### src/hdl/dspg_pkg.sv
// Package for the deep-sleep port clock gating block: map, fields, types
package dspg_pkg;
  // Register byte offsets
  localparam logic [11:0] RUN_CLOCK_CONFIG_OFS = 12'h0_060;
  localparam logic [11:0] RUN_PORT_CLOCK_GATE_OFS = 12'h0_108;
  localparam logic [11:0] SLEEP_PORT_CLOCK_GATE_OFS = 12'h0_118;
  localparam logic [11:0] DEEP_SLEEP_PORT_CLOCK_GATE_OFS = 12'h0_128;
  localparam logic [11:0] IRQ_STATUS_OFS = 12'h0_200;
  localparam logic [11:0] IRQ_MASK_OFS = 12'h0_204;
  localparam logic [11:0] POWER_MODE_OFS = 12'h0_208;
  // Field layout
  localparam int NUM_PORTS = 8;
  localparam int AUTO_CLOCK_GATING_BIT = 27;
  localparam logic [31:0] GATE_RESET = 32'h0000_0000;
  localparam logic [31:0] CONFIG_RESET = 32'h0000_0000;
  localparam logic [31:0] AUTO_CLOCK_GATING_MASK = 32'h0800_0000;
  // Interrupt status bits
  localparam int IRQ_FAULT_BIT = 0;
  localparam int IRQ_MODE_BIT = 1;
  localparam int NUM_IRQ = 2;
  // AXI responses
  localparam logic [1:0] RESP_OKAY = 2'h0;
  localparam logic [1:0] RESP_SLVERR = 2'h2;
  // Power mode from the power-mode controller
  typedef enum logic [1:0] {
    DSPG_RUN = 2'b00,
    DSPG_SLEEP = 2'b01,
    DSPG_DEEP = 2'b11
  } dspg_mode_e;
  // AXI4-Lite request side from master
  typedef struct packed {
    logic [11:0] awaddr;
    logic awvalid;
    logic [31:0] wdata;
    logic [3:0] wstrb;
    logic wvalid;
    logic bready;
    logic [11:0] araddr;
    logic arvalid;
    logic rready;
  } dspg_axi_req_s;
  // AXI4-Lite answer side to master
  typedef struct packed {
    logic awready;
    logic wready;
    logic [1:0] bresp;
    logic bvalid;
    logic arready;
    logic [31:0] rdata;
    logic [1:0] rresp;
    logic rvalid;
  } dspg_axi_rsp_s;
endpackage

### src/hdl/dspg_top.sv
// Deep-sleep port clock gating block with AXI4-Lite register slave
// Notes on behaviour
// - Bits 7..0 clock ports H..A in deep-sleep
// - Access to gated port returns bus fault
// - Gating bits reset to zero
// - Enables picked from run, sleep, deep register
// - Sleep registers apply only with auto gating
`timescale 1ns/1ps
`default_nettype none
module dspg_top #(
  parameter int PORTS = 8 // Number of gated ports
) (
  input wire logic REF_CLK, // System clock 100 MHz
  input wire logic SRST, // Synchronous reset, active high
  input wire dspg_pkg::dspg_axi_req_s AXI_REQ, // AXI4-Lite requests
  output dspg_pkg::dspg_axi_rsp_s AXI_RSP, // AXI4-Lite answers
  input wire logic [1:0] POWER_MODE, // Mode from power controller
  input wire logic [PORTS-1:0] PORT_ACCESS_SEL, // One-hot port being accessed
  input wire logic PORT_ACCESS_STROBE, // Port access begins
  output logic PORT_BUS_FAULT, // Fault answer to port access
  output logic [PORTS-1:0] PORT_CLOCK_ENABLE, // Clock enables, A at bit 0
  output logic IRQ // Level interrupt
);
  import dspg_pkg::*;
  // ==========================================================
  // Registers
  logic [PORTS-1:0] run_port_clock_gate; // Run-mode gates
  logic [PORTS-1:0] sleep_port_clock_gate; // Sleep-mode gates
  logic [PORTS-1:0] deep_sleep_port_clock_gate; // Deep-sleep gates
  logic auto_clock_gating; // Auto gating bit of run config
  logic [NUM_IRQ-1:0] irq_status; // Sticky events
  logic [NUM_IRQ-1:0] irq_mask; // Interrupt mask
  logic [1:0] mode_q1; // Mode sync stage one
  logic [1:0] mode_q2; // Mode sync stage two
  logic [1:0] mode_last; // Previous synced mode
  logic [PORTS-1:0] sel_q1; // Select sync one
  logic [PORTS-1:0] sel_q2; // Select sync two
  logic stb_q1; // Strobe sync one
  logic stb_q2; // Strobe sync two
  logic fault; // Checker fault pulse
  // AXI state
  logic aw_have; // Address held
  logic w_have; // Data held
  logic [11:0] aw_addr; // Held write address
  logic [31:0] w_data; // Held write data
  logic [3:0] w_strb; // Held strobes
  logic bvalid; // Write answer pending
  logic [1:0] bresp; // Write answer code
  logic rvalid; // Read answer pending
  logic [1:0] rresp; // Read answer code
  logic [31:0] rdata; // Read data
  logic aw_ready, w_ready, ar_ready; // Registered readies
  // Next values
  logic next_aw_have, next_w_have, next_bvalid, next_rvalid;
  logic [11:0] next_aw_addr;
  logic [31:0] next_w_data, next_rdata;
  logic [3:0] next_w_strb;
  logic [1:0] next_bresp, next_rresp;
  logic [PORTS-1:0] next_run, next_sleep, next_deep, next_en;
  logic next_acg;
  logic [NUM_IRQ-1:0] next_status, next_mask, irq_event;
  logic [31:0] wr_val; // Strobed write value helper
  if (PORTS < 1 || PORTS > 8) begin : g_bad_ports
    $error("PORTS must be 1..8");
  end
  // ==========================================================
  // Input synchronisers for pins from other logic
  always_ff @(posedge REF_CLK) begin
    if (SRST) begin
      mode_q1 <= DSPG_RUN;
      mode_q2 <= DSPG_RUN;
      mode_last <= DSPG_RUN;
      sel_q1 <= '0;
      sel_q2 <= '0;
      stb_q1 <= 1'b0;
      stb_q2 <= 1'b0;
    end else begin
      mode_q1 <= POWER_MODE;
      mode_q2 <= mode_q1;
      mode_last <= mode_q2;
      sel_q1 <= PORT_ACCESS_SEL;
      sel_q2 <= sel_q1;
      stb_q1 <= PORT_ACCESS_STROBE;
      stb_q2 <= stb_q1;
    end
  end
  // ==========================================================
  // Clock enable select per operating mode
  always_comb begin
    next_en = run_port_clock_gate;
    if (auto_clock_gating) begin
      if (mode_q2 == DSPG_DEEP) begin
        next_en = deep_sleep_port_clock_gate;
      end else if (mode_q2 == DSPG_SLEEP) begin
        next_en = sleep_port_clock_gate;
      end
    end
  end
  // Access checker
  dspg_port_check #(.PORTS(PORTS)) dspg_port_check_i (
    .REF_CLK(REF_CLK),
    .SRST(SRST),
    .port_sel(sel_q2),
    .port_strobe(stb_q2),
    .clk_en(PORT_CLOCK_ENABLE),
    .fault(fault)
  );
  // ==========================================================
  // AXI4-Lite slave next state
  always_comb begin
    next_aw_have = aw_have;
    next_w_have = w_have;
    next_aw_addr = aw_addr;
    next_w_data = w_data;
    next_w_strb = w_strb;
    next_bvalid = bvalid;
    next_bresp = bresp;
    next_rvalid = rvalid;
    next_rresp = rresp;
    next_rdata = rdata;
    next_run = run_port_clock_gate;
    next_sleep = sleep_port_clock_gate;
    next_deep = deep_sleep_port_clock_gate;
    next_acg = auto_clock_gating;
    next_mask = irq_mask;
    next_status = irq_status;
    wr_val = '0;
    // Capture address and data, in either order
    if (!aw_have && AXI_REQ.awvalid) begin
      next_aw_have = 1'b1;
      next_aw_addr = AXI_REQ.awaddr;
    end
    if (!w_have && AXI_REQ.wvalid) begin
      next_w_have = 1'b1;
      next_w_data = AXI_REQ.wdata;
      next_w_strb = AXI_REQ.wstrb;
    end
    // Perform write once both held and no answer pending
    if (aw_have && w_have && !bvalid) begin
      next_aw_have = 1'b0;
      next_w_have = 1'b0;
      next_bvalid = 1'b1;
      next_bresp = RESP_OKAY;
      for (int b = 0; b < 4; b++) begin
        wr_val[8*b +: 8] = w_strb[b] ? w_data[8*b +: 8] : 8'h00;
      end
      unique case ({aw_addr[11:2], 2'b00})
        RUN_CLOCK_CONFIG_OFS: begin
          if (w_strb[AUTO_CLOCK_GATING_BIT/8]) begin
            next_acg = wr_val[AUTO_CLOCK_GATING_BIT];
          end
        end
        RUN_PORT_CLOCK_GATE_OFS: begin
          if (w_strb[0]) next_run = wr_val[PORTS-1:0];
        end
        SLEEP_PORT_CLOCK_GATE_OFS: begin
          if (w_strb[0]) next_sleep = wr_val[PORTS-1:0];
        end
        DEEP_SLEEP_PORT_CLOCK_GATE_OFS: begin
          if (w_strb[0]) next_deep = wr_val[PORTS-1:0];
        end
        IRQ_STATUS_OFS: begin
          next_status = irq_status & ~wr_val[NUM_IRQ-1:0];
        end
        IRQ_MASK_OFS: begin
          if (w_strb[0]) next_mask = wr_val[NUM_IRQ-1:0];
        end
        POWER_MODE_OFS: begin
        end
        default: begin
          next_bresp = RESP_SLVERR;
        end
      endcase
    end
    if (bvalid && AXI_REQ.bready) begin
      next_bvalid = 1'b0;
    end
    // Read: accept when no answer pending
    if (!rvalid && AXI_REQ.arvalid) begin
      next_rvalid = 1'b1;
      next_rresp = RESP_OKAY;
      next_rdata = '0;
      unique case ({AXI_REQ.araddr[11:2], 2'b00})
        RUN_CLOCK_CONFIG_OFS: next_rdata[AUTO_CLOCK_GATING_BIT] = auto_clock_gating;
        RUN_PORT_CLOCK_GATE_OFS: next_rdata[PORTS-1:0] = run_port_clock_gate;
        SLEEP_PORT_CLOCK_GATE_OFS: next_rdata[PORTS-1:0] = sleep_port_clock_gate;
        DEEP_SLEEP_PORT_CLOCK_GATE_OFS: next_rdata[PORTS-1:0] = deep_sleep_port_clock_gate;
        IRQ_STATUS_OFS: next_rdata[NUM_IRQ-1:0] = irq_status;
        IRQ_MASK_OFS: next_rdata[NUM_IRQ-1:0] = irq_mask;
        POWER_MODE_OFS: next_rdata[1:0] = mode_q2;
        default: next_rresp = RESP_SLVERR;
      endcase
    end else if (rvalid && AXI_REQ.rready) begin
      next_rvalid = 1'b0;
    end
    // Events: set wins over write-one-clear
    irq_event = '0;
    irq_event[IRQ_FAULT_BIT] = fault;
    irq_event[IRQ_MODE_BIT] = (mode_q2 != mode_last);
    next_status = next_status | irq_event;
  end
  // Register everything
  always_ff @(posedge REF_CLK) begin
    if (SRST) begin
      aw_have <= 1'b0;
      w_have <= 1'b0;
      aw_addr <= '0;
      w_data <= '0;
      w_strb <= '0;
      bvalid <= 1'b0;
      bresp <= RESP_OKAY;
      rvalid <= 1'b0;
      rresp <= RESP_OKAY;
      rdata <= '0;
      aw_ready <= 1'b1;
      w_ready <= 1'b1;
      ar_ready <= 1'b1;
      run_port_clock_gate <= GATE_RESET[PORTS-1:0];
      sleep_port_clock_gate <= GATE_RESET[PORTS-1:0];
      deep_sleep_port_clock_gate <= GATE_RESET[PORTS-1:0];
      auto_clock_gating <= CONFIG_RESET[AUTO_CLOCK_GATING_BIT];
      irq_status <= '0;
      irq_mask <= '0;
      PORT_CLOCK_ENABLE <= '0;
      PORT_BUS_FAULT <= 1'b0;
      IRQ <= 1'b0;
    end else begin
      aw_have <= next_aw_have;
      w_have <= next_w_have;
      aw_addr <= next_aw_addr;
      w_data <= next_w_data;
      w_strb <= next_w_strb;
      bvalid <= next_bvalid;
      bresp <= next_bresp;
      rvalid <= next_rvalid;
      rresp <= next_rresp;
      rdata <= next_rdata;
      aw_ready <= !next_aw_have;
      w_ready <= !next_w_have;
      ar_ready <= !next_rvalid;
      run_port_clock_gate <= next_run;
      sleep_port_clock_gate <= next_sleep;
      deep_sleep_port_clock_gate <= next_deep;
      auto_clock_gating <= next_acg;
      irq_status <= next_status;
      irq_mask <= next_mask;
      PORT_CLOCK_ENABLE <= next_en;
      PORT_BUS_FAULT <= fault;
      IRQ <= |(next_status & next_mask);
    end
  end
  // Bus outputs straight from flops
  always_comb begin
    AXI_RSP.awready = aw_ready;
    AXI_RSP.wready = w_ready;
    AXI_RSP.bvalid = bvalid;
    AXI_RSP.bresp = bresp;
    AXI_RSP.arready = ar_ready;
    AXI_RSP.rvalid = rvalid;
    AXI_RSP.rresp = rresp;
    AXI_RSP.rdata = rdata;
  end
  // ==========================================================
  // Assertions
  property p_deep_select;
    @(posedge REF_CLK) disable iff (SRST)
      (auto_clock_gating && mode_q2 == DSPG_DEEP) |=> (PORT_CLOCK_ENABLE == $past(deep_sleep_port_clock_gate));
  endproperty
  a_deep_select: assert property (p_deep_select) else $error("deep gates not applied");
  property p_fault_out;
    @(posedge REF_CLK) disable iff (SRST)
      (stb_q2 && |(sel_q2 & ~PORT_CLOCK_ENABLE)) |=> ##1 PORT_BUS_FAULT;
  endproperty
  a_fault_out: assert property (p_fault_out) else $error("no bus fault on gated port");
  property p_reset_zero;
    @(posedge REF_CLK) $past(SRST) |-> (deep_sleep_port_clock_gate == '0 && PORT_CLOCK_ENABLE == '0);
  endproperty
  a_reset_zero: assert property (p_reset_zero) else $error("gates not zero after reset");
  property p_sleep_select;
    @(posedge REF_CLK) disable iff (SRST)
      (auto_clock_gating && mode_q2 == DSPG_SLEEP) |=> (PORT_CLOCK_ENABLE == $past(sleep_port_clock_gate));
  endproperty
  a_sleep_select: assert property (p_sleep_select) else $error("sleep gates not applied");
  property p_run_select;
    @(posedge REF_CLK) disable iff (SRST)
      (mode_q2 == DSPG_RUN) |=> (PORT_CLOCK_ENABLE == $past(run_port_clock_gate));
  endproperty
  a_run_select: assert property (p_run_select) else $error("run gates not applied");
  property p_no_acg;
    @(posedge REF_CLK) disable iff (SRST)
      !auto_clock_gating |=> (PORT_CLOCK_ENABLE == $past(run_port_clock_gate));
  endproperty
  a_no_acg: assert property (p_no_acg) else $error("sleep gates used without auto gating");
endmodule // dspg_top
`default_nettype wire

### src/hdl/dspg_port_check.sv
// Access checker: flags a port access whose clock is gated off
`timescale 1ns/1ps
`default_nettype none
module dspg_port_check #(
  parameter int PORTS = 8 // Number of port slots
) (
  input wire logic REF_CLK, // System clock
  input wire logic SRST, // Synchronous reset
  input wire logic [PORTS-1:0] port_sel, // One-hot port being accessed
  input wire logic port_strobe, // Access begins this cycle
  input wire logic [PORTS-1:0] clk_en, // Current port clock enables
  output logic fault // Registered fault pulse
);
  import dspg_pkg::*;
  logic next_fault; // Next fault value
  if (PORTS < 1 || PORTS > 32) begin : g_bad_ports
    $error("PORTS out of range");
  end
  // Fault when any selected port is unclocked
  always_comb begin
    next_fault = port_strobe && |(port_sel & ~clk_en);
  end
  // Register the fault
  always_ff @(posedge REF_CLK) begin
    if (SRST) begin
      fault <= 1'b0;
    end else begin
      fault <= next_fault;
    end
  end
  property p_fault_follows;
    @(posedge REF_CLK) disable iff (SRST)
      (port_strobe && |(port_sel & ~clk_en)) |=> fault;
  endproperty
  a_fault_follows: assert property (p_fault_follows) else $error("gated access not faulted");
endmodule // dspg_port_check
`default_nettype wire

### config.mk
export PLATFORM = sky130hd
export DESIGN_NAME = dspg_top
export DESIGN_NICKNAME = d
export VERILOG_FILES = /design/src/hdl/dspg_pkg.sv /design/src/hdl/dspg_top.sv /design/src/hdl/dspg_port_check.sv
export SDC_FILE = /design/constraint.sdc
export NUM_CORES = 1
export LEC_CHECK = 0
export ABC_AREA = 1
export BUFFER_PORTS_ARGS = -buffer_cell sky130_fd_sc_hd__buf_4
export CORE_UTILIZATION = 30
export DETAILED_ROUTE_END_ITERATION = 8
export PLACE_DENSITY = 0.59
export SYNTH_ARGS = -nofsm -noshare
export SYNTH_HDL_FRONTEND = slang
export SYNTH_HIERARCHICAL = 1
export SYNTH_SLANG_ARGS = --single-unit
### constraint.sdc
create_clock -name REF_CLK -period 2.24 [get_ports REF_CLK]
set_clock_uncertainty 0.1 [all_clocks]
set_input_delay 0.112 -clock REF_CLK [delete_from_list [all_inputs] [get_ports REF_CLK]]
set_output_delay 0.112 -clock REF_CLK [all_outputs]
set_load 0.03 [all_outputs]
==> results of run 1 <==
[kinds of logic after synthesis]
kind of cell | synth area share, %
buf+inv | 14.2
xor+xnor | 0.389
simple gates | 26.6
compound gates | 12.9
flops | 45.8
other cells | 0.0832
[metal layers]
layer / routed length [um] / track usage [%] / vias up
met1: 5440 / 19.9 / 1754
li1: - / - / 2110
met2: 4630 / 22.0 / 88
met3: 413 / 2.96 / 5
met4: 89 / 4.25 / 0
met5: 0 / 0 / -
[flip-flops by register name, indices dropped and copies added, names as in the netlist, 2 cells and up]
name                        cells
deep_sleep_port_clock_gate      8
irq_mask                        2
irq_status                      2
mode_q2                         2
sel_q1                          8
aw_addr                        10
w_strb                          2
mode_last                       2
sel_q2                          8
mode_q1                         2
PORT_CLOCK_ENABLE               8
sleep_port_clock_gate           8
w_data                          9
rdata                           9
run_port_clock_gate             8
[Yosys cell counts]
cell | n | area share (%)
o31ai_1 | 1 | 0.17
conb_1 | 1 | 0.083
nand3_1 | 27 | 3.0
xor2_1 | 2 | 0.39
a21oi_2 | 1 | 0.19
nor2_2 | 7 | 0.97
nor3_2 | 1 | 0.22
nand3b_1 | 1 | 0.17
nor3_1 | 2 | 0.22
nand4_1 | 18 | 2.5
o22ai_1 | 8 | 1.1
buf_2 | 3 | 0.33
nand2_1 | 92 | 7.7
inv_2 | 3 | 0.25
inv_1 | 86 | 7.2
buf_4 | 32 | 5.3
o211ai_1 | 2 | 0.33
o21ai_0 | 50 | 5.6
nor2_4 | 8 | 2.0
buf_6 | 1 | 0.25
dfxtp_1 | 103 | 46
a21oi_1 | 47 | 5.2
clkbuf_1 | 10 | 0.83
nor2_1 | 96 | 8.0
and3_1 | 1 | 0.14
buf_1 | 1 | 0.083
o21ai_1 | 3 | 0.33
nand2_2 | 3 | 0.42
nand3_2 | 6 | 1.3
[layout make-up]
class | instances | share of cell area (%)
Inverter | 89 | 5.80
Tap cell | 184 | 4.00
Timing Repair Buffer | 115 | 16.6
Clock buffer | 10 | 3.98
Clock inverter | 6 | 0.935
Sequential cell | 103 | 35.8
Multi-Input combinational cell | 401 | 32.9
[critical path, stage by stage, from the launching register on]
cell	delay, ns
dfxtp_1	0.32
inv_1	0.08
nand4_1	0.16
inv_1	0.20
nand3_2	0.30
o21ai_0	0.27
a21oi_1	0.05
[worst max-delay path by stage]
stage,end,slack (ns)
5_1_grt,deep_sleep_port_clock_gate[6]$_SDFFE_PP0P_,0.41
2_1_floorplan,deep_sleep_port_clock_gate[5]$_SDFFE_PP0P_,0.95
3_3_place_gp,deep_sleep_port_clock_gate[2]$_SDFFE_PP0P_,0.68
4_1_cts,deep_sleep_port_clock_gate[2]$_SDFFE_PP0P_,0.62
3_5_place_dp,deep_sleep_port_clock_gate[2]$_SDFFE_PP0P_,0.66
6_report,deep_sleep_port_clock_gate[2]$_SDFFE_PP0P_,0.63
[stage by stage]
step	total power (W)	cell area [sq um]	worst slack [ns]	instances
floorplan	0.00229	4600	0.947	640
detailed placement	0.00240	5110	0.658	856
finish	0.00389	5760	0.631	908
global route	0.00409	5760	0.411	908
global placement	0.00239	5110	0.678	856
CTS	0.00394	5760	0.616	908
[power groups by stage]
| stage | clock network, W | logic, W | registers, W |
|---|---|---|---|
| global route | 0.00162 | 0.000514 | 0.00195 |
| floorplan | 0 | 0.000305 | 0.00198 |
| global placement | 0 | 0.000410 | 0.00198 |
| detailed placement | 0 | 0.000412 | 0.00199 |
| finish | 0.00149 | 0.000459 | 0.00194 |
| CTS | 0.00153 | 0.000463 | 0.00194 |
==> flow_metrics.env, run 1 <==
export IMPL_outcome="complete, no violations"
export IMPL_cts_tree="done"
export IMPL_hold_viol=0
export IMPL_insertedDiodeCount=0
export IMPL_seq_power_share_pct=50.0
export IMPL_period_share_pct=71.8
export IMPL_synthesis_area_sq_um=4510
export IMPL_crit_type="reg2reg"
export IMPL_fin_tns_setup_ns=0
export IMPL_avgRoutedWirePerCell_um=11.6
export IMPL_crit_path_max_fanout=14
export IMPL_hold_class="in2reg"
export IMPL_die_area_sq_um=15500
export IMPL_fin_util_pct=39.5
export IMPL_clock_path_buffers=2
export IMPL_hold_path_startpoint="SRST"
export IMPL_start_kind="register"
export IMPL_io_buffers=74
export IMPL_power_leakage_nw=2.47
export IMPL_finalSetupViolCount=0
export IMPL_rsz0062_at_grt="false"
export IMPL_r2r_cells=6
export IMPL_die_y_um=125
export IMPL_layout_area_seq_sq_um=2060
export IMPL_cts_htree_levels=3
export IMPL_synthDistinctLibCells=29
export IMPL_final_nets=797
export IMPL_min_path_cells=2
export IMPL_p_int_w=0.00285
export IMPL_r2r_slack_ns=0.63
export IMPL_vias=3957
export IMPL_clk_pin_slew_ns=0.07
export IMPL_timing_rr_end="deep_sleep_port_clock_gate[2]$_SDFFE_PP0P_"
export IMPL_grt_max_degree=30
export IMPL_cts_root_buffer="clkbuf_16"
export IMPL_worst_ep_required_time_ns=2.37
export IMPL_drive_gt1_share_pct=17.0
export IMPL_comb_power_share_pct=11.8
export IMPL_avgSynthCellArea_sq_um=7.32
export IMPL_synthCells=616
export IMPL_period_needed_ns=1.61
export IMPL_die_x_um=125
export IMPL_holdPathEnd="mode_q1[0]$_SDFF_PP0_"
export IMPL_ant_nets=0
export IMPL_cts_hold_buf=36
export IMPL_final_common_cell="dfxtp_1"
export IMPL_viasPerCell=4.36
export IMPL_drt_total_wl_um=10600
export IMPL_multiInputGateArea_sq_um=1890
export IMPL_report_final_slew_viol_count=0
export IMPL_reg2reg_from="bvalid$_SDFFE_PP0N_"
export IMPL_initial_utilization_pct=30.9
export IMPL_synth_warnings=6
export IMPL_gp_congestion=0.788
export IMPL_grt_pass1_wl_um=17800
export IMPL_sw_frac_of_total_pct=26.6
export IMPL_power_density_nw_per_um2=676
export IMPL_syn_to_final_growth_pct=27.7
export IMPL_dp_final_hpwl_um=7690
export IMPL_p_clk_share_pct=38.2
export IMPL_max_cap_violations=0
export IMPL_grt_ovfl_total=0
export IMPL_max_freq_mhz=621
export IMPL_remaining_drc_errors=0
export IMPL_ys_seq_area_share_pct=45.8
export IMPL_first_pass_iters=4
export IMPL_timing_hold_ws_ns=0.0134
export IMPL_fp_row_count=44
export IMPL_end_kind="register"
export IMPL_crit_path_start="bvalid$_SDFFE_PP0N_"
export IMPL_cts_sinks=103
export IMPL_grt_usage_pct=14.3
export IMPL_fillers=1547
export IMPL_numCtsBuffers=9
export IMPL_power_switching_w=0.00104
export IMPL_cts_resized=0
export IMPL_synth_seq_cells=103
export IMPL_cp_arrival_ns=1.74
export IMPL_insertion_delay_ns=0.35
export IMPL_drt_first_iter_violations=171
export IMPL_grt_pass1_vias=3682
export IMPL_layout_common_cells="dfxtp_1 (103), nor2_1 (96), nand2_1 (92), inv_1 (86), buf_4 (79)"
export IMPL_antenna_found_initial=0
export IMPL_io_pins=129
export IMPL_ir_drop_mv=0.389
export IMPL_cts_setup_buffers=0
export IMPL_core_sq_um=14600
Note: power is estimated with default switching activity, not from simulation.
==> inputs of run 2 (changes only) <==
--- a/config.mk
+++ b/config.mk
@@ -9,7 +9,7 @@
 export BUFFER_PORTS_ARGS = -buffer_cell sky130_fd_sc_hd__buf_4
 export CORE_UTILIZATION = 30
 export DETAILED_ROUTE_END_ITERATION = 8
-export PLACE_DENSITY = 0.59
+export PLACE_DENSITY = 0.61
 export SYNTH_ARGS = -nofsm -noshare
 export SYNTH_HDL_FRONTEND = slang
 export SYNTH_HIERARCHICAL = 1
==> constraint.sdc (replaced) <==
create_clock -name REF_CLK -period 1.4 [get_ports REF_CLK]
set_clock_uncertainty 0.1 [all_clocks]
set_input_delay 0.07 -clock REF_CLK [delete_from_list [all_inputs] [get_ports REF_CLK]]
set_output_delay 0.07 -clock REF_CLK [all_outputs]
set_load 0.03 [all_outputs]
==> flow_metrics.env, run 2 (same netlist as run 1, synthesis figures left out) <==
export IMPL_initial_utilization_pct=30.9
export IMPL_drt_first_iter_violations=168
export IMPL_io_buffers=74
export IMPL_final_common_cell="buf_4"
export IMPL_top_register="aw_addr"
export IMPL_grt_busiest_layer="met2"
export IMPL_grt_ovfl_total=0
export IMPL_core_sq_um=14600
export IMPL_start_kind="register"
export IMPL_cts_sinks=103
export IMPL_power_leakage_nw=2.62
export IMPL_grt_max_degree=51
export IMPL_largest_register_ffs=10
export IMPL_insertedDiodeCount=0
export IMPL_die_area_sq_um=15500
export IMPL_post_dp_cell_area_sq_um=5340
export IMPL_seq_power_share_pct=49.9
export IMPL_grt_pass1_vias=3634
export IMPL_worst_ep_required_time_ns=1.54
export IMPL_r2r_slack_ns=-0.05
export IMPL_remaining_drc_errors=0
export IMPL_gp_congestion=0.782
export IMPL_report_final_slew_viol_count=0
export IMPL_clk_pin_slew_ns=0.07
export IMPL_numCtsBuffers=9
export IMPL_ant_nets=0
export IMPL_drt_total_wl_um=11000
export IMPL_timing_hold_ws_ns=0.0507
export IMPL_rsz0062_at_grt="true"
export IMPL_insertion_delay_ns=0.34
export IMPL_final_nets=824
export IMPL_drive_gt1_share_pct=24.0
export IMPL_avgRoutedWirePerCell_um=11.7
export IMPL_grtUsageMet1_pct=19.5
export IMPL_syn_to_final_growth_pct=35.8
export IMPL_outcome="finished, violations left"
export IMPL_cp_arrival_ns=1.59
export IMPL_use_met2_pct=22.0
export IMPL_period_share_pct=104
export IMPL_p_clk_share_pct=36.3
export IMPL_first_pass_iters=4
export IMPL_antenna_found_initial=0
export IMPL_period_needed_ns=1.45
export IMPL_io_pins=129
export IMPL_crit_type="reg2reg"
export IMPL_grt_pass1_wl_um=17800
export IMPL_sw_frac_of_total_pct=26.2
export IMPL_power_density_nw_per_um2=1020
export IMPL_p_int_w=0.00461
export IMPL_power_switching_w=0.00164
export IMPL_end_kind="register"
export IMPL_vias=4076
export IMPL_finalSetupViolCount=8
export IMPL_met3_usage_pct=3.95
export IMPL_layout_common_cells="buf_4 (101), dfxtp_1 (99), nor2_1 (91), nand2_1 (88), inv_1 (82)"
export IMPL_crit_path_max_fanout=8
export IMPL_grt_usage_pct=14.2
export IMPL_worst_slack_ns=-0.0491
export IMPL_stdcell_area_sq_um=6120
export IMPL_cts_htree_levels=3
export IMPL_hold_class="in2reg"
export IMPL_cts_tree="done"
export IMPL_die_x_um=125
export IMPL_cts_root_buffer="clkbuf_16"
export IMPL_max_cap_violations=0
export IMPL_hold_viol=0
export IMPL_clock_path_buffers=2
export IMPL_fin_util_pct=42.0
export IMPL_die_y_um=125
export IMPL_max_freq_mhz=690
export IMPL_violations="negative setup slack"
export IMPL_fp_row_count=44
export IMPL_dp_final_hpwl_um=7620
export IMPL_ir_drop_mv=0.630
export IMPL_comb_power_share_pct=13.8
export IMPL_viasPerCell=4.36
export IMPL_top_regs="aw_addr x10, rdata x9, w_data x9"
-- run 2: per-layer routing --
metal  share of wire [%]  vias up
li1                    -     2157
met1                  49     1820
met2                  45       95
met3                 5.2        4
met4                0.61        0
met5                   0        -
-- run 2: repair_timing --
action                                 in CTS  in global routing
gates resized for setup                     9                 49
hold buffers                               36                  0
setup endpoints to repair                  18                 31
endpoints found under the hold margin      39                  0
buffers inserted                            1                  1
pin swaps                                   3                 11
-- run 2: power by group through the flow --
stage	Sequential, W	Clock [W]	Combinational, W
floorplan	0.00318	0	0.000488
global placement	0.00317	0	0.000728
detailed placement	0.00317	0	0.000733
CTS	0.00311	0.00234	0.000827
global route	0.00312	0.00245	0.000948
finish	0.00311	0.00227	0.000864
-- run 2: cell type report --
cell class	count	area, sq um
fillers	1515	8470
flip-flops and latches	103	2070
multi-input cells	401	2030
repair buffers	142	1200
inverters	89	337
clock buffers	12	236
well taps	184	230
clock inverters	3	21.3
-- run 2: final timing paths --
path	end	cells past startpoint	startpoint
min	rdata[27]$_SDFFE_PP0P_	6	AXI_REQ[12]
min reg2reg	sel_q2[6]$_SDFF_PP0_	2	sel_q1[6]$_SDFF_PP0_
max	sleep_port_clock_gate[5]$_SDFFE_PP0P_	7	aw_addr[10]$_SDFFE_PP0P_
max reg2reg	sleep_port_clock_gate[5]$_SDFFE_PP0P_	7	aw_addr[10]$_SDFFE_PP0P_
-- run 2: through the flow --
stage	worst slack, ns	setup TNS, ns	power [W]	std cells
after global placement	-0.00172	-0.00279	0.00390	881
after global routing	-0.131	-2.47	0.00652	934
after detailed placement	-0.0190	-0.107	0.00390	881
after floorplan	0.107	0	0.00366	640
after CTS	-0.0217	-0.0697	0.00627	933
final	-0.0491	-0.127	0.00624	934
-- run 2: critical path, stage by stage (launching register included) --
cell	delay, ns
dfxtp_2	0.33
nor2_4	0.20
nand2_2	0.07
nor3_2	0.17
nand3_2	0.10
buf_6	0.15
o21ai_1	0.17
a21oi_2	0.05
